[config.mk]
export PLATFORM = sky130hd
export DESIGN_NAME = twc_top
export DESIGN_NICKNAME = d
export VERILOG_FILES = /design/src/verilog/twc_top.v /design/src/verilog/twc_sync.v /design/src/verilog/twc_delay.v
export VERILOG_INCLUDE_DIRS = /design/src /design/src/verilog
export SDC_FILE = /design/constraint.sdc
export NUM_CORES = 1
export LEC_CHECK = 0
export BUFFER_PORTS_ARGS = -buffer_cell sky130_fd_sc_hd__buf_2
export CORE_AREA = 2 2 150 152
export CTS_CLUSTER_SIZE = 12
export DETAILED_ROUTE_END_ITERATION = 6
export DIE_AREA = 0 0 152 154
export SLEW_MARGIN = 40
export SYNTH_ARGS = -nofsm -noshare
export SYNTH_HDL_FRONTEND = slang
export SYNTH_HIERARCHICAL = 1
export SYNTH_SLANG_ARGS = --single-unit
[constraint.sdc]
create_clock -name sys_clk -period 2.9 [get_ports sys_clk]
set_clock_uncertainty 0.15 [all_clocks]
set_input_delay 0.29 -clock sys_clk [delete_from_list [all_inputs] [get_ports sys_clk]]
set_output_delay 0.29 -clock sys_clk [all_outputs]
set_load 0.1 [all_outputs]
[src/verilog/twc_defines.vh]
// Purpose: constants for the two-wire common control block
// Assumes: 8-bit registers, each on one 32-bit word, byte address = 4 * index
// Notes:   timing figures are in ns or cycles as named
//
// How it works
// - client request line is high when client data flag or address/stop flag is set with its enable bit
// - host request line is high when host read flag or host write flag is set with its enable bit
// - every interrupt condition sets a flag in host or client status; address match and stop share one
// - bus state tracking and client address matching keep running while asleep
// - sleeping client matched after start holds scl low until clock returns
// - host side stops all operation while asleep
// - block runs in debug, halts with processor unless debug run is set
// - debug halt with debug run: data register access has no side effect
// - client setup select bit 4: four or eight cycles before scl release
// - sda hold field: off, about 50 ns, about 300 ns, about 500 ns
// - fast plus enable selects 1 MHz operation, clear means standard or fast
// - debug run clear: halted with processor and incoming events ignored
// - host read/write requests gated by own enable and global enable
`ifndef TWC_DEFINES_VH
`define TWC_DEFINES_VH

// register indices
`define TWC_IDX_CTRL      6'h00
`define TWC_IDX_DBG       6'h02
`define TWC_IDX_HCTRLA    6'h03
`define TWC_IDX_HCTRLB    6'h04
`define TWC_IDX_HSTAT     6'h05
`define TWC_IDX_HBAUD     6'h06
`define TWC_IDX_HADDR     6'h07
`define TWC_IDX_HDATA     6'h08
`define TWC_IDX_CCTRLA    6'h09
`define TWC_IDX_CCTRLB    6'h0a
`define TWC_IDX_CSTAT     6'h0b
`define TWC_IDX_CADDR     6'h0c
`define TWC_IDX_CDATA     6'h0d
`define TWC_IDX_CMASK     6'h0e
`define TWC_IDX_IRQMASK   6'h0f
`define TWC_IDX_LAST      6'h0f

// writable bits and reset values
`define TWC_CTRL_WMASK    8'h1e
`define TWC_HCTRLA_WMASK  8'hdf
`define TWC_CCTRLA_WMASK  8'he7
`define TWC_RESET_VALUE   8'h00

// field positions
`define TWC_CTRL_FMP      1
`define TWC_CTRL_HOLD_LO  2
`define TWC_CTRL_SETUP    4
`define TWC_DBG_RUN       0
`define TWC_EN_BIT        0
`define TWC_SMART_BIT     1
`define TWC_ACKACT_BIT    2
`define TWC_FLAG_HI       7
`define TWC_FLAG_LO       6

// timing
`define TWC_CLK_PERIOD_NS 8
`define TWC_HOLD_SHORT_NS 50
`define TWC_HOLD_MID_NS   300
`define TWC_HOLD_LONG_NS  500
`define TWC_SETUP_SHORT   4
`define TWC_SETUP_LONG    8

`endif

[src/verilog/twc_top.v]
// Purpose: two-wire interface common control, registers, interrupts, client link
// Assumes: Avalon-MM slave on sys_clk; sleep and dbg_halt come from sys_clk logic
// Notes:   host transfer engine lives outside; this block gates and flags it
`timescale 1ns/1ps
`include "twc_defines.vh"
module twc_top (
  // clock and reset
  input  wire        sys_clk,
  input  wire        rst_b,
  // register bus
  input  wire [7:0]  av_address,
  input  wire        av_read,
  input  wire        av_write,
  input  wire [31:0] av_writedata,
  input  wire [3:0]  av_byteenable,
  output reg  [31:0] av_readdata,
  output reg         av_waitrequest,
  // system state
  input  wire        sleep,
  input  wire        dbg_halt,
  input  wire        global_irq_enable,
  // host engine
  input  wire        host_rd_done,
  input  wire        host_wr_done,
  input  wire [5:0]  host_state,
  output reg         host_run,
  output reg         host_data_wr,
  output reg         host_data_rd,
  output reg  [1:0]  host_cmd,
  output reg         fast_plus,
  // interrupts
  output reg         client_irq,
  output reg         host_irq,
  output reg         irq,
  output reg         wake_req,
  // bus pins
  input  wire        scl_in,
  output reg         scl_out,
  output reg         scl_oe_n,
  input  wire        sda_in,
  output reg         sda_out,
  output reg         sda_oe_n
);
  localparam [2:0] S_IDLE = 3'd0;
  localparam [2:0] S_ADDR = 3'd1;
  localparam [2:0] S_HOLD = 3'd2;
  localparam [2:0] S_ACK  = 3'd3;
  localparam [2:0] S_RX   = 3'd4;
  localparam [2:0] S_TX   = 3'd5;
  localparam [2:0] S_RACK = 3'd6;

  localparam integer CP = `TWC_CLK_PERIOD_NS;
  localparam integer HOLD_S = (`TWC_HOLD_SHORT_NS + CP - 1) / CP;
  localparam integer HOLD_M = (`TWC_HOLD_MID_NS + CP - 1) / CP;
  localparam integer HOLD_L = (`TWC_HOLD_LONG_NS + CP - 1) / CP;
  // done lands count+1 after start, scl released one edge later
  localparam integer SETUP_S = `TWC_SETUP_SHORT - 2;
  localparam integer SETUP_L = `TWC_SETUP_LONG - 2;

  function [5:0] hold_cycles;
    input [1:0] sel;
    begin
      case (sel)
        2'd1:    hold_cycles = HOLD_S[5:0];
        2'd2:    hold_cycles = HOLD_M[5:0];
        2'd3:    hold_cycles = HOLD_L[5:0];
        default: hold_cycles = 6'd0;
      endcase
    end
  endfunction

  // registers
  reg  [7:0] ctrl_q;
  reg        dbg_run_q;
  reg  [7:0] hctrla_q;
  reg        h_ackact_q;
  reg        rif_q;
  reg        wif_q;
  reg  [7:0] hbaud_q;
  reg  [7:0] haddr_q;
  reg  [7:0] hdata_q;
  reg  [7:0] cctrla_q;
  reg        c_ackact_q;
  reg        dif_q;
  reg        client_addr_or_stop_flag_q;
  reg        rxack_q;
  reg        dir_q;
  reg        ap_q;
  reg  [7:0] caddr_q;
  reg  [7:0] cdata_q;
  reg  [7:0] cmask_q;
  reg  [3:0] irq_mask_q;
  // client link
  reg  [2:0] st_q;
  reg  [2:0] nxt_q;
  reg  [2:0] bit_q;
  reg        byte_q;
  reg  [7:0] sh_q;
  reg        busy_q;
  reg        pend_q;
  reg        rel_q;

  wire [1:0] s_lvl;
  wire [1:0] s_rise;
  wire [1:0] s_fall;
  wire       hold_done;
  wire       setup_done;

  twc_sync #(.W(2)) u_sync (
    .sys_clk (sys_clk),
    .rst_b   (rst_b),
    .pin     ({scl_in, sda_in}),
    .level   (s_lvl),
    .rise    (s_rise),
    .fall    (s_fall)
  );

  wire scl_s    = s_lvl[1];
  wire sda_s    = s_lvl[0];
  wire scl_rise = s_rise[1];
  wire scl_fall = s_fall[1];
  wire start_c  = s_fall[0] & scl_s;
  wire stop_c   = s_rise[0] & scl_s;

  wire run_ok   = ~dbg_halt | dbg_run_q;
  wire dbg_quiet = dbg_halt & dbg_run_q;
  wire c_en     = cctrla_q[`TWC_EN_BIT] & run_ok;

  // bus access decode, accept on the cycle waitrequest is low
  wire [5:0] idx    = av_address[7:2];
  wire       mapped = av_address[1:0] == 2'b00 && idx <= `TWC_IDX_LAST;
  wire       acc    = (av_read | av_write) & ~av_waitrequest;
  wire       wr     = acc & av_write & av_byteenable[0] & mapped;
  wire       rd     = acc & av_read & mapped;
  wire [7:0] wd     = av_writedata[7:0];

  function wr_at;
    input [5:0] i;
    begin
      wr_at = wr && idx == i;
    end
  endfunction

  function rd_at;
    input [5:0] i;
    begin
      rd_at = rd && idx == i;
    end
  endfunction

  wire hdata_acc = (wr_at(`TWC_IDX_HDATA) | rd_at(`TWC_IDX_HDATA)) & ~dbg_quiet;
  wire cdata_acc = (wr_at(`TWC_IDX_CDATA) | rd_at(`TWC_IDX_CDATA)) & ~dbg_quiet;
  wire cdata_wr  = wr_at(`TWC_IDX_CDATA) & ~dbg_quiet;
  wire ccmd_wr   = wr_at(`TWC_IDX_CCTRLB) & (wd[1:0] != 2'b00);

  // client events
  wire [6:0] addr_diff = (sh_q[7:1] ^ caddr_q[7:1]) & ~cmask_q[7:1];
  wire       gen_call  = caddr_q[0] & (sh_q[7:1] == 7'h00);
  wire       matched   = (addr_diff == 7'h00) | gen_call;
  wire       hold_rel  = st_q == S_HOLD && ~rel_q &&
                         (nxt_q == S_TX ? cdata_wr : ccmd_wr);
  wire       hold_start = scl_fall && c_en && (st_q == S_ACK || st_q == S_TX);

  twc_delay #(.W(6)) u_hold (
    .sys_clk (sys_clk),
    .rst_b   (rst_b),
    .start   (hold_start),
    .count   (hold_cycles(ctrl_q[`TWC_CTRL_HOLD_LO +: 2])),
    .done    (hold_done)
  );

  twc_delay #(.W(6)) u_setup (
    .sys_clk (sys_clk),
    .rst_b   (rst_b),
    .start   (hold_rel),
    .count   (ctrl_q[`TWC_CTRL_SETUP] ? SETUP_L[5:0] : SETUP_S[5:0]),
    .done    (setup_done)
  );

  // flag set and clear terms
  wire set_dif  = c_en && ((scl_fall && st_q == S_RX && byte_q) ||
                  (hold_done && pend_q && st_q == S_ACK && dir_q) ||
                  (scl_fall && st_q == S_RACK));
  wire set_client_addr_or_stop_flag = c_en && ((scl_fall && st_q == S_ADDR && byte_q && matched) ||
                  (stop_c && st_q != S_IDLE && st_q != S_ADDR));
  wire set_rif  = host_run & host_rd_done;
  wire set_wif  = host_run & host_wr_done;
  wire smart    = cctrla_q[`TWC_SMART_BIT];
  wire clr_dif  = (wr_at(`TWC_IDX_CSTAT) & wd[`TWC_FLAG_HI]) | (cdata_acc & smart);
  wire clr_client_addr_or_stop_flag = wr_at(`TWC_IDX_CSTAT) & wd[`TWC_FLAG_LO];
  wire clr_rif  = (wr_at(`TWC_IDX_HSTAT) & wd[`TWC_FLAG_HI]) | hdata_acc;
  wire clr_wif  = (wr_at(`TWC_IDX_HSTAT) & wd[`TWC_FLAG_LO]) | hdata_acc;

  // registers and flags
  always @(posedge sys_clk) begin
    if (!rst_b) begin
      ctrl_q     <= `TWC_RESET_VALUE;
      dbg_run_q  <= 1'b0;
      hctrla_q   <= `TWC_RESET_VALUE;
      h_ackact_q <= 1'b0;
      rif_q      <= 1'b0;
      wif_q      <= 1'b0;
      hbaud_q    <= `TWC_RESET_VALUE;
      haddr_q    <= `TWC_RESET_VALUE;
      hdata_q    <= `TWC_RESET_VALUE;
      cctrla_q   <= `TWC_RESET_VALUE;
      c_ackact_q <= 1'b0;
      dif_q      <= 1'b0;
      client_addr_or_stop_flag_q     <= 1'b0;
      caddr_q    <= `TWC_RESET_VALUE;
      cdata_q    <= `TWC_RESET_VALUE;
      cmask_q    <= `TWC_RESET_VALUE;
      irq_mask_q <= 4'h0;
    end else begin
      if (wr_at(`TWC_IDX_CTRL))
        ctrl_q <= wd & `TWC_CTRL_WMASK;
      if (wr_at(`TWC_IDX_DBG))
        dbg_run_q <= wd[`TWC_DBG_RUN];
      if (wr_at(`TWC_IDX_HCTRLA))
        hctrla_q <= wd & `TWC_HCTRLA_WMASK;
      if (wr_at(`TWC_IDX_HCTRLB))
        h_ackact_q <= wd[`TWC_ACKACT_BIT];
      if (wr_at(`TWC_IDX_HBAUD))
        hbaud_q <= wd;
      if (wr_at(`TWC_IDX_HADDR))
        haddr_q <= wd;
      if (wr_at(`TWC_IDX_HDATA))
        hdata_q <= wd;
      if (wr_at(`TWC_IDX_CCTRLA))
        cctrla_q <= wd & `TWC_CCTRLA_WMASK;
      if (wr_at(`TWC_IDX_CCTRLB))
        c_ackact_q <= wd[`TWC_ACKACT_BIT];
      if (wr_at(`TWC_IDX_CADDR))
        caddr_q <= wd;
      if (wr_at(`TWC_IDX_CDATA))
        cdata_q <= wd;
      else if (c_en && scl_fall && st_q == S_RX && byte_q)
        cdata_q <= sh_q;
      if (wr_at(`TWC_IDX_CMASK))
        cmask_q <= wd;
      if (wr_at(`TWC_IDX_IRQMASK))
        irq_mask_q <= wd[3:0];
      // set wins over clear
      dif_q  <= (dif_q & ~clr_dif) | set_dif;
      client_addr_or_stop_flag_q <= (client_addr_or_stop_flag_q & ~clr_client_addr_or_stop_flag) | set_client_addr_or_stop_flag;
      rif_q  <= (rif_q & ~clr_rif) | set_rif;
      wif_q  <= (wif_q & ~clr_wif) | set_wif;
    end
  end

  // client link machine
  always @(posedge sys_clk) begin
    if (!rst_b) begin
      st_q     <= S_IDLE;
      nxt_q    <= S_IDLE;
      bit_q    <= 3'd0;
      byte_q   <= 1'b0;
      sh_q     <= 8'h00;
      busy_q   <= 1'b0;
      pend_q   <= 1'b0;
      rel_q    <= 1'b0;
      rxack_q  <= 1'b0;
      dir_q    <= 1'b0;
      ap_q     <= 1'b0;
      scl_oe_n <= 1'b1;
      sda_oe_n <= 1'b1;
      wake_req <= 1'b0;
    end else begin
      if (start_c)
        busy_q <= 1'b1;
      else if (stop_c)
        busy_q <= 1'b0;
      if (hold_start)
        pend_q <= 1'b1;
      else if (hold_done)
        pend_q <= 1'b0;
      wake_req <= sleep & st_q == S_HOLD;
      if (!c_en) begin
        st_q     <= S_IDLE;
        scl_oe_n <= 1'b1;
        sda_oe_n <= 1'b1;
        rel_q    <= 1'b0;
      end else if (stop_c) begin
        if (st_q != S_IDLE && st_q != S_ADDR)
          ap_q <= 1'b0;
        st_q     <= S_IDLE;
        scl_oe_n <= 1'b1;
        sda_oe_n <= 1'b1;
        rel_q    <= 1'b0;
      end else if (start_c) begin
        st_q     <= S_ADDR;
        bit_q    <= 3'd0;
        byte_q   <= 1'b0;
        scl_oe_n <= 1'b1;
        sda_oe_n <= 1'b1;
        rel_q    <= 1'b0;
      end else begin
        case (st_q)
          S_ADDR, S_RX: begin
            if (scl_rise) begin
              sh_q   <= {sh_q[6:0], sda_s};
              bit_q  <= bit_q + 3'd1;
              byte_q <= bit_q == 3'd7;
            end else if (scl_fall && byte_q) begin
              byte_q <= 1'b0;
              if (st_q == S_RX || matched) begin
                if (st_q == S_ADDR) begin
                  ap_q  <= 1'b1;
                  dir_q <= sh_q[0];
                end
                st_q     <= S_HOLD;
                nxt_q    <= S_ACK;
                scl_oe_n <= 1'b0;
              end else begin
                st_q <= S_IDLE;
              end
            end
          end
          S_HOLD: begin
            if (hold_rel) begin
              rel_q <= 1'b1;
              if (nxt_q == S_TX) begin
                sh_q     <= wd;
                sda_oe_n <= wd[7];
                bit_q    <= 3'd0;
              end else begin
                sda_oe_n <= c_ackact_q;
              end
            end
            if (rel_q && setup_done && !sleep) begin
              scl_oe_n <= 1'b1;
              rel_q    <= 1'b0;
              st_q     <= nxt_q;
            end
          end
          S_ACK: begin
            if (hold_done && pend_q) begin
              sda_oe_n <= 1'b1;
              bit_q    <= 3'd0;
              byte_q   <= 1'b0;
              if (c_ackact_q) begin
                st_q <= S_IDLE;
              end else if (dir_q) begin
                st_q     <= S_HOLD;
                nxt_q    <= S_TX;
                scl_oe_n <= 1'b0;
              end else begin
                st_q <= S_RX;
              end
            end
          end
          S_TX: begin
            if (hold_done && pend_q) begin
              if (bit_q == 3'd7) begin
                sda_oe_n <= 1'b1;
                st_q     <= S_RACK;
              end else begin
                sh_q     <= {sh_q[6:0], 1'b0};
                sda_oe_n <= sh_q[6];
                bit_q    <= bit_q + 3'd1;
              end
            end
          end
          S_RACK: begin
            if (scl_rise)
              rxack_q <= sda_s;
            else if (scl_fall) begin
              if (rxack_q) begin
                st_q <= S_IDLE;
              end else begin
                st_q     <= S_HOLD;
                nxt_q    <= S_TX;
                scl_oe_n <= 1'b0;
              end
            end
          end
          default: st_q <= S_IDLE;
        endcase
      end
    end
  end

  // read mux
  reg [7:0] rdat;
  always @* begin
    case (idx)
      `TWC_IDX_CTRL:    rdat = ctrl_q;
      `TWC_IDX_DBG:     rdat = {7'h00, dbg_run_q};
      `TWC_IDX_HCTRLA:  rdat = hctrla_q;
      `TWC_IDX_HCTRLB:  rdat = {5'h00, h_ackact_q, 2'b00};
      `TWC_IDX_HSTAT:   rdat = {rif_q, wif_q, host_state};
      `TWC_IDX_HBAUD:   rdat = hbaud_q;
      `TWC_IDX_HADDR:   rdat = haddr_q;
      `TWC_IDX_HDATA:   rdat = hdata_q;
      `TWC_IDX_CCTRLA:  rdat = cctrla_q;
      `TWC_IDX_CCTRLB:  rdat = {5'h00, c_ackact_q, 2'b00};
      `TWC_IDX_CSTAT:   rdat = {dif_q, client_addr_or_stop_flag_q, st_q == S_HOLD, rxack_q,
                                2'b00, dir_q, ap_q};
      `TWC_IDX_CADDR:   rdat = caddr_q;
      `TWC_IDX_CDATA:   rdat = cdata_q;
      `TWC_IDX_CMASK:   rdat = cmask_q;
      `TWC_IDX_IRQMASK: rdat = {4'h0, irq_mask_q};
      default:          rdat = 8'h00;
    endcase
  end

  // bus answer, interrupts and host gating
  always @(posedge sys_clk) begin
    if (!rst_b) begin
      av_waitrequest <= 1'b1;
      av_readdata    <= 32'h0000_0000;
      client_irq     <= 1'b0;
      host_irq       <= 1'b0;
      irq            <= 1'b0;
      host_run       <= 1'b0;
      host_data_wr   <= 1'b0;
      host_data_rd   <= 1'b0;
      host_cmd       <= 2'b00;
      fast_plus      <= 1'b0;
      scl_out        <= 1'b0;
      sda_out        <= 1'b0;
    end else begin
      av_waitrequest <= ~(av_waitrequest & (av_read | av_write));
      if (av_waitrequest && av_read)
        av_readdata <= {24'h00_0000, mapped ? rdat : 8'h00};
      client_irq <= (dif_q & cctrla_q[7]) | (client_addr_or_stop_flag_q & cctrla_q[6]);
      host_irq   <= global_irq_enable &
                    ((rif_q & hctrla_q[7]) | (wif_q & hctrla_q[6]));
      irq        <= |({wif_q, rif_q, client_addr_or_stop_flag_q, dif_q} & irq_mask_q);
      host_run   <= hctrla_q[`TWC_EN_BIT] & ~sleep & run_ok;
      host_data_wr <= wr_at(`TWC_IDX_HDATA) & ~dbg_quiet & host_run;
      host_data_rd <= rd_at(`TWC_IDX_HDATA) & ~dbg_quiet & host_run;
      host_cmd   <= (wr_at(`TWC_IDX_HCTRLB) & host_run) ? wd[1:0] : 2'b00;
      fast_plus  <= ctrl_q[`TWC_CTRL_FMP];
      scl_out    <= 1'b0;
      sda_out    <= 1'b0;
    end
  end
endmodule

[src/verilog/twc_sync.v]
// Purpose: two-flop synchroniser with edge detection for scl and sda
// Assumes: inputs asynchronous to sys_clk
// Notes:   first stage feeds only the second stage
`timescale 1ns/1ps
module twc_sync #(
  parameter W = 2
) (
  // clock and reset
  input  wire         sys_clk,
  input  wire         rst_b,
  // pins
  input  wire [W-1:0] pin,
  // synchronised level and edges
  output reg  [W-1:0] level,
  output wire [W-1:0] rise,
  output wire [W-1:0] fall
);
  reg [W-1:0] meta_q;
  reg [W-1:0] prev_q;

  always @(posedge sys_clk) begin
    if (!rst_b) begin
      meta_q <= {W{1'b1}};
      level  <= {W{1'b1}};
      prev_q <= {W{1'b1}};
    end else begin
      meta_q <= pin;
      level  <= meta_q;
      prev_q <= level;
    end
  end

  assign rise = level & ~prev_q;
  assign fall = ~level & prev_q;
endmodule

[src/verilog/twc_delay.v]
// Purpose: one-shot cycle delay, pulses done count+1 cycles after start
// Assumes: start ignored while a delay runs
// Notes:   count of zero gives done on the next cycle
`timescale 1ns/1ps
module twc_delay #(
  parameter W = 6
) (
  // clock and reset
  input  wire         sys_clk,
  input  wire         rst_b,
  // control
  input  wire         start,
  input  wire [W-1:0] count,
  // result
  output reg          done
);
  reg [W-1:0] cnt_q;
  reg         run_q;

  always @(posedge sys_clk) begin
    if (!rst_b) begin
      cnt_q <= {W{1'b0}};
      run_q <= 1'b0;
      done  <= 1'b0;
    end else begin
      done <= 1'b0;
      if (!run_q && start) begin
        cnt_q <= count;
        run_q <= 1'b1;
      end else if (run_q) begin
        if (cnt_q == {W{1'b0}}) begin
          run_q <= 1'b0;
          done  <= 1'b1;
        end else begin
          cnt_q <= cnt_q - 1'b1;
        end
      end
    end
  end
endmodule

==> metrics.txt, run 1 <==
outcome finished, final reports clean; Critical path origin bit_q[0]$_SDFFE_PN0P_; share of cells above drive strength 1 ~17%; Placeable Area ~22000 µm²; Clk Latency, worst-skew pair roughly 430 ps; Seq/Total Area, Yosys 37.75%; # DRC 0; Leak between 3 and 4 nW; final setup fails 0; type of origin of the critical path flop; Final ANT Viol Nets 0; MaxCap Viol Count 0; Crit path arrival time between 2000 and 3000 ps; post-layout power 4.464 mW; multi-input logic area roughly 4300 µm²; DP Wirelength 15610 µm; grt ovf 0; crit path time final roughly 2600 ps; CP Capture Type flop; Place WS between 70 and 80 ps; First DRT Iteration DRCs between 600 and 700; Tot GR Track Use a little under a fifth; Max Freq 378.1 MHz; WS Path Type flop to flop; Tightest Pin Transition 736.1 ps; Die W ~150 µm; Clock transition at path regs 60 ps; worst r2r src bit_q[0]$_SDFFE_PN0P_; Top Ports between 100 and 150; WP data required 3110 ps; Final GP Congestion between 0.8 and 0.9; Distinct cells, synth 80; most frequent cells in the layout dfxtp_1 (142), nand2_1 (91), a21oi_1 (67); via count 6769; ys flop type dfxtp_1; min-delay src av_read; most common cell after layout, fill and taps aside dfxtp_1; Area Growth Syn to Fin 16.05%; worst vdd ir between 0.0004 and 0.0005 V; Post-Syn Area ~7500 µm²; ANT cells 0; post-DR wirelength/cell roughly 18 µm; Initial Util a little over a third; register area between 2000 and 3000 µm²; Post-synth ARST share 0%; Post-synth EDFFs 0; final hold vios 0; Ys Warns 6; Post-Syn Instances 879; clock root buffer clkbuf_16; Row Count 54; nets@finish 1003; die height about 150 µm; TritonCTS clock tree done; initial antenna violation count 0; Power Density around 510 nW/µm²; worst setup margin 255.0 ps; RSZ-0062 raised after global routing false; HP Class input port to flop; first-pass GRT wire length roughly 35000 µm; syn_area_per_cell 8.566 µm²; die area ~23000 µm²; # port buffers 54; CTS buffer count 17; worst-case clock buffer depth 2; Post-Route WL between 20000 and 25000 µm; maximum number of pins on one net before global-route repair 85; critical-path maximum fanout 15; vias per inst 5.517; relative slew slack between 50% and 60%; FF+latch count, synth about 140; setup TNS 0 ps; Pins Over Slew Limit 0; vias in the first global route about 6300; clock tree sinks 142; H-tree Lvls 4; drt first pass iters 6; Final period util 91.21%; # fillers ~2200
stage by stage:
step | area [µm²] | std cells | utilization [%] | hold WS, ps
after floorplan | 7639 | 908 | - | 213.0
after global placement | 8105 | 1190 | 37.37 | 241.2
after detailed placement | 8105 | 1190 | 37.37 | 242.5
after CTS | 8738 | 1227 | 40.29 | 22.81
after global routing | 8738 | 1227 | 40.29 | 22.68
final | 8738 | 1227 | 40.29 | 32.87
critical path, stage by stage, from the launching register on:
cell and delay (ps):
dfxtp_1 320, ha_1 210, ha_1 250, nand4b_1 270, a311oi_4 380, o221ai_2 330
or3_2 530, a21oi_1 140
state kept, by name, summed over array words and instances (netlist names), 3 cells and up:
signal	cells
av_readdata	8
caddr_q	8
cdata_q	8
cmask_q	8
haddr_q	8
hbaud_q	8
hdata_q	8
sh_q	8
hctrla_q	7
cctrla_q	6
u_hold/cnt_q	6
u_setup/cnt_q	6
ctrl_q	4
irq_mask_q	4
bit_q	3
nxt_q	3
st_q	3
power breakdown:
| group | internal, mW | switching [mW] |
|---|---|---|
| sequential | 1.96 | 0.00376 |
| clock | 1.28 | 0.852 |
| combinational | 0.0705 | 0.304 |
synth_stat cells, types with 9 or more instances:
library cell | n | area (µm²)
buf_2 | 11 | 55.05
o21ai_0 | 33 | 165.2
nand2b_1 | 14 | 87.58
nor2_1 | 55 | 206.5
mux2i_1 | 52 | 520.5
buf_4 | 28 | 210.2
dfxtp_1 | 142 | 2843
o22ai_1 | 10 | 62.56
a22oi_1 | 17 | 127.6
nand2_1 | 91 | 341.6
a211oi_1 | 13 | 97.59
inv_1 | 14 | 52.55
nand3_1 | 66 | 330.3
a21oi_1 | 67 | 335.3
a31oi_1 | 9 | 56.30
and2_1 | 10 | 62.56
nor2b_1 | 14 | 87.58
clkbuf_1 | 44 | 165.2
mux2_2 | 9 | 101.4
area by class of cell:
cell class | instances | share of cell area [%]
Multi-Input combinational cell | 659 | 48.75
Sequential cell | 142 | 32.53
Clock buffer | 20 | 5.112
Clock inverter | 10 | 1.332
Tap cell | 280 | 4.009
Timing Repair Buffer | 101 | 7.617
Inverter | 15 | 0.6443
logic make-up (layout without fill, tap and decap cells):
kind of cell | after synthesis | after routing | synth area share, %
AOI/OAI and AO/OA | 211 | 211 | 18.79
xor gates and xnor gates | 8 | 8 | 0.9306
adders and majority gates | 6 | 6 | 0.9970
buffers and inverters | 107 | 146 | 7.145
DFF | 142 | 142 | 37.75
muxes | 66 | 66 | 9.754
other | 2 | 31 | 0.09974
and+or+nand+nor | 337 | 337 | 24.53
path summary, 6_finish.rpt:
path / end / slack (ps) / cells after the start
worst min-delay path: host_data_rd$_SDFF_PN0_ / 30 / 2
worst min register to register: u_sync/level[1]$_SDFF_PN1_ / 260 / 1
worst max register to register: sh_q[1]$_SDFFE_PN0P_ / 260 / 7
worst max-delay path: sh_q[1]$_SDFFE_PN0P_ / 260 / 7
metal layers:
| layer | track usage (%) | routed length [µm] | share of wire [%] | vias to the layer above |
|---|---|---|---|---|
| met3 | 3.946 | 1317 | 5.9 | 39 |
| met5 | 0 | 0 | 0 | - |
| li1 | - | - | - | 3272 |
| met1 | 25.78 | 10200 | 46 | 3248 |
| met4 | 7.165 | 514 | 2.3 | 0 |
| met2 | 29.43 | 10190 | 46 | 210 |
repair_timing:
| item | in CTS | in global routing |
|---|---|---|
| hold buffers | 7 | 0 |
| endpoints found under the hold margin | 6 | 0 |
| gates resized for setup | 0 | 0 |
| setup buffers | 0 | 0 |
| setup endpoints to repair | 0 | 0 |
Power figures use the tool's default switching activity.
==> run 2, diff against run 1 <==
Settings changed: MAX_ROUTING_LAYER from default to met4, PLACE_DENSITY_LB_ADDON from default to 0.25.
Clock period 2.9 ns to 2.85 ns, I/O delays scaled along.
==> metrics.txt, run 2 (same netlist as run 1, synthesis figures left out) <==
clock tree sinks 142 (unchanged); Leak 3.469 nW (was 3.418 nW); post-DR wirelength/cell 18.61 µm (was 18.11 µm); clock root buffer clkbuf_16 (unchanged); Crit path largest cell delay 540 ps (was 530 ps); CP Capture Type flop (unchanged); Placed Cells 1195 (was 1190); die height 154 µm (unchanged); vias in the first global route 6348 (was 6320); grt ovf 0 (unchanged); Final Non-Filler Cells 1233 (was 1227); type of origin of the critical path flop (unchanged); final hold vios 0 (unchanged); Tightest Pin Transition 658.8 ps (was 736.1 ps); outcome finished, final reports clean (unchanged); relative slew slack 56.08% (was 50.75%); post-layout power 4.713 mW (was 4.464 mW); Placeable Area 21690 µm² (unchanged); HP Class input port to flop (unchanged); Top Ports 108 (unchanged); register area 2843 µm² (unchanged); Area Growth Syn to Fin 17.26% (was 16.05%); Clock transition at path regs 60 ps (about the same); most common cell after layout, fill and taps aside dfxtp_1 (unchanged); Post-Route WL 22950 µm (was 22220 µm); Initial Util 34.72% (unchanged); H-tree Lvls 4 (unchanged); share of cells above drive strength 1 17.63% (was 16.90%); # port buffers 54 (unchanged); ANT cells 0 (unchanged); initial antenna violation count 0 (unchanged); RSZ-0062 raised after global routing false (unchanged); Pins Over Slew Limit 0 (unchanged); maximum number of pins on one net before global-route repair 85 (unchanged); multi-input logic area 4260 µm² (unchanged); DP Wirelength 16210 µm (was 15610 µm); MaxCap Viol Count 0 (unchanged); worst-case clock buffer depth 2 (unchanged); Die W 152 µm (unchanged); # hold bufs at CTS 7 (unchanged); nets@finish 1008 (was 1003); most frequent cells in the layout dfxtp_1 (142), nand2_1 (91), a21oi_1 (67) (unchanged); first-pass GRT wire length 36190 µm (was 35160 µm); TritonCTS clock tree done (unchanged); worst vdd ir 0.0004263 V (was 0.0004321 V); final setup fails 0 (unchanged); WS Path Type flop to flop (unchanged); Crit path arrival time 2870 ps (was 2850 ps); Power Density 533.8 nW/µm² (was 510.8 nW/µm²); vias per inst 5.483 (was 5.517); post-cts resize count 0 (unchanged); Max Freq 376.2 MHz (was 378.1 MHz); WP data required 3060 ps (was 3110 ps); CTS buffer count 17 (unchanged); Final GP Congestion 0.8787 (was 0.8870); # DRC 0 (unchanged); crit path time final 2658 ps (was 2645 ps); # fillers 2176 (was 2206); critical-path cell list ha_1 -> ha_1 -> nand4b_1 -> a311oi_4 -> o221ai_2 -> or3_2 -> a21oi_1 (unchanged); First DRT Iteration DRCs 556 (was 634); Final period util 93.28% (was 91.21%); Clk Latency, worst-skew pair 420 ps (was 430 ps); Final ANT Viol Nets 0 (unchanged); Row Count 54 (unchanged); drt first pass iters 5 (was 6); critical-path maximum fanout 15 (unchanged); setup TNS 0 ps (unchanged); via count 6760 (was 6769); Tot GR Track Use 20.15% (was 18.91%); die area 23410 µm² (unchanged); crit-path most repeated cell ha_1 (unchanged); postcts setup bufs 0 (unchanged); CP max-delay cell or3_2 (unchanged)
run 2: cell count changes in the layout (fill, tap and decap cells not counted), sizes merged:
cell      change
bufinv        +1
clkinvlp      +1
buf           +5
inv           -1
clkbuf        +1
clkinv        -1
run 2: power breakdown:
part	switching [mW]	internal, mW
registers	0.00287	1.99
clock network	0.872	1.46
logic	0.313	0.0755
total	1.19	3.53
run 2: stage by stage:
stage | util [%] | cell area, µm² | hold slack (ps) | setup slack (ps)
finish | 40.71 | 8830 | 45.05 | 191.5
global route | 40.71 | 8830 | 39.71 | 21.89
CTS | 40.71 | 8830 | 32.91 | 182.7
detailed placement | 37.54 | 8143 | 247.5 | 42.46
global placement | 37.54 | 8143 | 236.8 | 77.40
floorplan | - | 7639 | 208.0 | 168.8
run 2: layer usage:
| metal | global-route usage (%) | wire length, µm |
|---|---|---|
| met4 | 6.453 | 546 |
| met3 | 3.608 | 1177 |
| met2 | 30.24 | 10310 |
| met1 | 27.53 | 10910 |
| met5 | - | 0 |
run 2: critical path: cells and delay by family, from the launching register on:
family                     cells  cell delay [ps]
AOI/OAI and AO/OA              3              850
and+or+nand+nor                2              800
DFF                            1              320
adders and majority gates      2              460
run 2: final cells by class:
| type | count | share of cell area (%) |
|---|---|---|
| sequential | 142 | 32.20 |
| clock inverter | 10 | 1.545 |
| tap | 280 | 3.968 |
| timing repair buffer | 106 | 7.964 |
| inverter | 15 | 0.6377 |
| clock buffer | 21 | 5.441 |
| multi-input combinational | 659 | 48.25 |
run 2: final timing paths:
| check | slack [ps] | cells past startpoint | to | from |
|---|---|---|---|---|
| setup / recovery | 190 | 7 | sh_q[1]$_SDFFE_PN0P_ | bit_q[0]$_SDFFE_PN0P_ |
| hold reg to reg | 260 | 1 | u_sync/level[0]$_SDFF_PN1_ | u_sync/meta_q[0]$_SDFF_PN1_ |
| setup reg to reg | 190 | 7 | sh_q[1]$_SDFFE_PN0P_ | bit_q[0]$_SDFFE_PN0P_ |
| hold / removal | 50 | 2 | host_data_rd$_SDFF_PN0_ | av_read |
==> run 3, diff against run 2 <==
Settings changed: MAX_ROUTING_LAYER met4 to default, SETUP_SLACK_MARGIN from default to 0.3.
Clock period 2.85 ns to 3.4 ns, I/O delays scaled along.
==> metrics.txt, run 3 (same netlist as run 1, synthesis figures left out) <==
setup TNS 0 ps (unchanged); # port buffers 54 (unchanged); Tightest Pin Transition 756.7 ps (was 658.8 ps); clock tree sinks 142 (unchanged); most frequent cells in the layout dfxtp_1 (142), nand2_1 (91), a21oi_1 (67) (unchanged); Crit path largest cell delay 600 ps (was 540 ps); CP max-delay cell a2111oi_2 (was or3_2); Place WS 542.0 ps (was 42.46 ps); post-layout power 3.894 mW (was 4.713 mW); H-tree Lvls 4 (unchanged); Final Non-Filler Cells 1211 (was 1233); initial antenna violation count 0 (unchanged); MaxCap Viol Count 0 (unchanged); post-DR wirelength/cell 18.69 µm (was 18.61 µm); worst-case clock buffer depth 2 (unchanged); type of origin of the critical path flop (unchanged); Row Count 54 (unchanged); ANT cells 0 (unchanged); Clk Latency, worst-skew pair 430 ps (was 420 ps); DP Wirelength 15690 µm (was 16210 µm); CTS buffer count 17 (unchanged); die area 23410 µm² (unchanged); Final period util 80.80% (was 93.28%); first-pass GRT wire length 35560 µm (was 36190 µm); Top Ports 108 (unchanged); maximum number of pins on one net before global-route repair 85 (unchanged); worst setup margin 652.9 ps (was 191.5 ps); outcome finished, final reports clean (unchanged); Placeable Area 21690 µm² (unchanged); share of cells above drive strength 1 15.90% (was 17.63%); WP data required 3550 ps (was 3060 ps); final setup fails 0 (unchanged); CP Capture Type flop (unchanged); # DRC 0 (unchanged); HP Class input port to flop (unchanged); Area Growth Syn to Fin 14.79% (was 17.26%); most common cell after layout, fill and taps aside dfxtp_1 (unchanged); critical-path maximum fanout 10 (was 15); critical-path cell list nor2b_2 -> and3b_1 -> a2111oi_2 -> or3_1 -> a221oi_1 -> a2111oi_0 (was ha_1 -> ha_1 -> nand4b_1 -> a311oi_4 -> o221ai_2 -> or3_2 -> a21oi_1); worst r2r src u_sync/level[1]$_SDFF_PN1_ (was bit_q[0]$_SDFFE_PN0P_); Initial Util 34.72% (unchanged); RSZ-0062 raised after global routing false (unchanged); die height 154 µm (unchanged); WS Path Type flop to flop (unchanged); TritonCTS clock tree done (unchanged); Placed Cells 1176 (was 1195); met2 Use GR 29.92% (was 30.24%); Pins Over Slew Limit 0 (unchanged); grt peak-use layer met2 (unchanged); Power Density 450.5 nW/µm² (was 533.8 nW/µm²); Top delay family on crit path compound AO/OA/AOI/OAI gates (unchanged); M3 GR Usage 4.397% (was 3.608%); met1 GRT Util 26.55% (was 27.53%); Leak 3.368 nW (was 3.469 nW); crit path time final 2747 ps (was 2658 ps); # fillers 2213 (was 2176); vias per inst 5.528 (was 5.483); Clock transition at path regs 60 ps (about the same); nets@finish 987 (was 1008); vias in the first global route 6121 (was 6348); worst path bufs/invs 0 (unchanged); Critical path origin u_sync/level[1]$_SDFF_PN1_ (was bit_q[0]$_SDFFE_PN0P_); Post-Route WL 22640 µm (was 22950 µm); Final GP Congestion 0.8642 (was 0.8787); Max Freq 364.0 MHz (was 376.2 MHz); relative slew slack 49.36% (was 56.08%); Final ANT Viol Nets 0 (unchanged); First DRT Iteration DRCs 650 (was 556); min-delay src av_write (was av_read); grt ovf 0 (unchanged); Tot GR Track Use 19.27% (was 20.15%); worst vdd ir 0.0002944 V (was 0.0004263 V); drt first pass iters 5 (unchanged); final hold vios 0 (unchanged); Die W 152 µm (unchanged); Crit path arrival time 2900 ps (was 2870 ps); via count 6694 (was 6760); clock root buffer clkbuf_16 (unchanged)
run 3: cell types whose count changed in the layout (fill, tap and decap cells not counted), moves of 2 or more:
cell,before,now
buf_4,43,25
dlygate4sd3_1,7,5
clkinvlp_4,3,1
clkbuf_8,4,7
run 3: metal layers:
metal	vias to the layer above	share of wire [%]
li1	3233	-
met1	3200	47
met2	229	45
met3	32	5.9
met4	0	2.1
met5	-	0
run 3: final cells by class:
class                      instances  area (µm²)  share of cell area (%)
inverter                          15       56.30                  0.6514
clock buffer                      25       525.5                   6.080
sequential                       142        2843                   32.89
multi-input combinational        659        4263                   49.32
timing repair buffer              85       528.0                   6.109
tap                              280       350.3                   4.053
clock inverter                     5       77.57                  0.8975
run 3: repair_timing:
item	CTS	global route
endpoints found under the hold margin	5	0
resized for setup	0	1
buffers inserted	0	0
hold buffers	5	0
setup endpoints to repair	0	1
run 3: power by group:
part / internal, mW / switching [mW] / leakage, nW
Combinational: 0.0543 / 0.255 / 1.93
Clock: 1.21 / 0.704 / 0.297
Sequential: 1.67 / 0.00733 / 1.14
run 3: path summary, 6_finish.rpt:
check,to,slack [ps],cells after the start
min,av_waitrequest$_SDFF_PN1_,8,2
max,st_q[0]$_SDFFE_PP0P_,650,6
max reg2reg,st_q[0]$_SDFFE_PP0P_,650,6
min reg2reg,u_sync/level[0]$_SDFF_PN1_,250,1
run 3: stage by stage:
| step | utilization [%] | hold WS (ps) | area (µm²) |
|---|---|---|---|
| floorplan | - | 236.3 | 7639 |
| detailed placement | 36.83 | 242.5 | 7988 |
| CTS | 39.84 | 0.6800 | 8641 |
| global route | 39.85 | 19.11 | 8643 |
| global placement | 36.83 | 240.4 | 7988 |
| finish | 39.85 | 8.187 | 8643 |
run 3: worst reg2reg max path, cell delays in order, from the launching register on:
cell       delay [ps]
dfxtp_1           500
nor2b_2           400
and3b_1           230
a2111oi_2         600
or3_1             320
a221oi_1           70
a2111oi_0         360
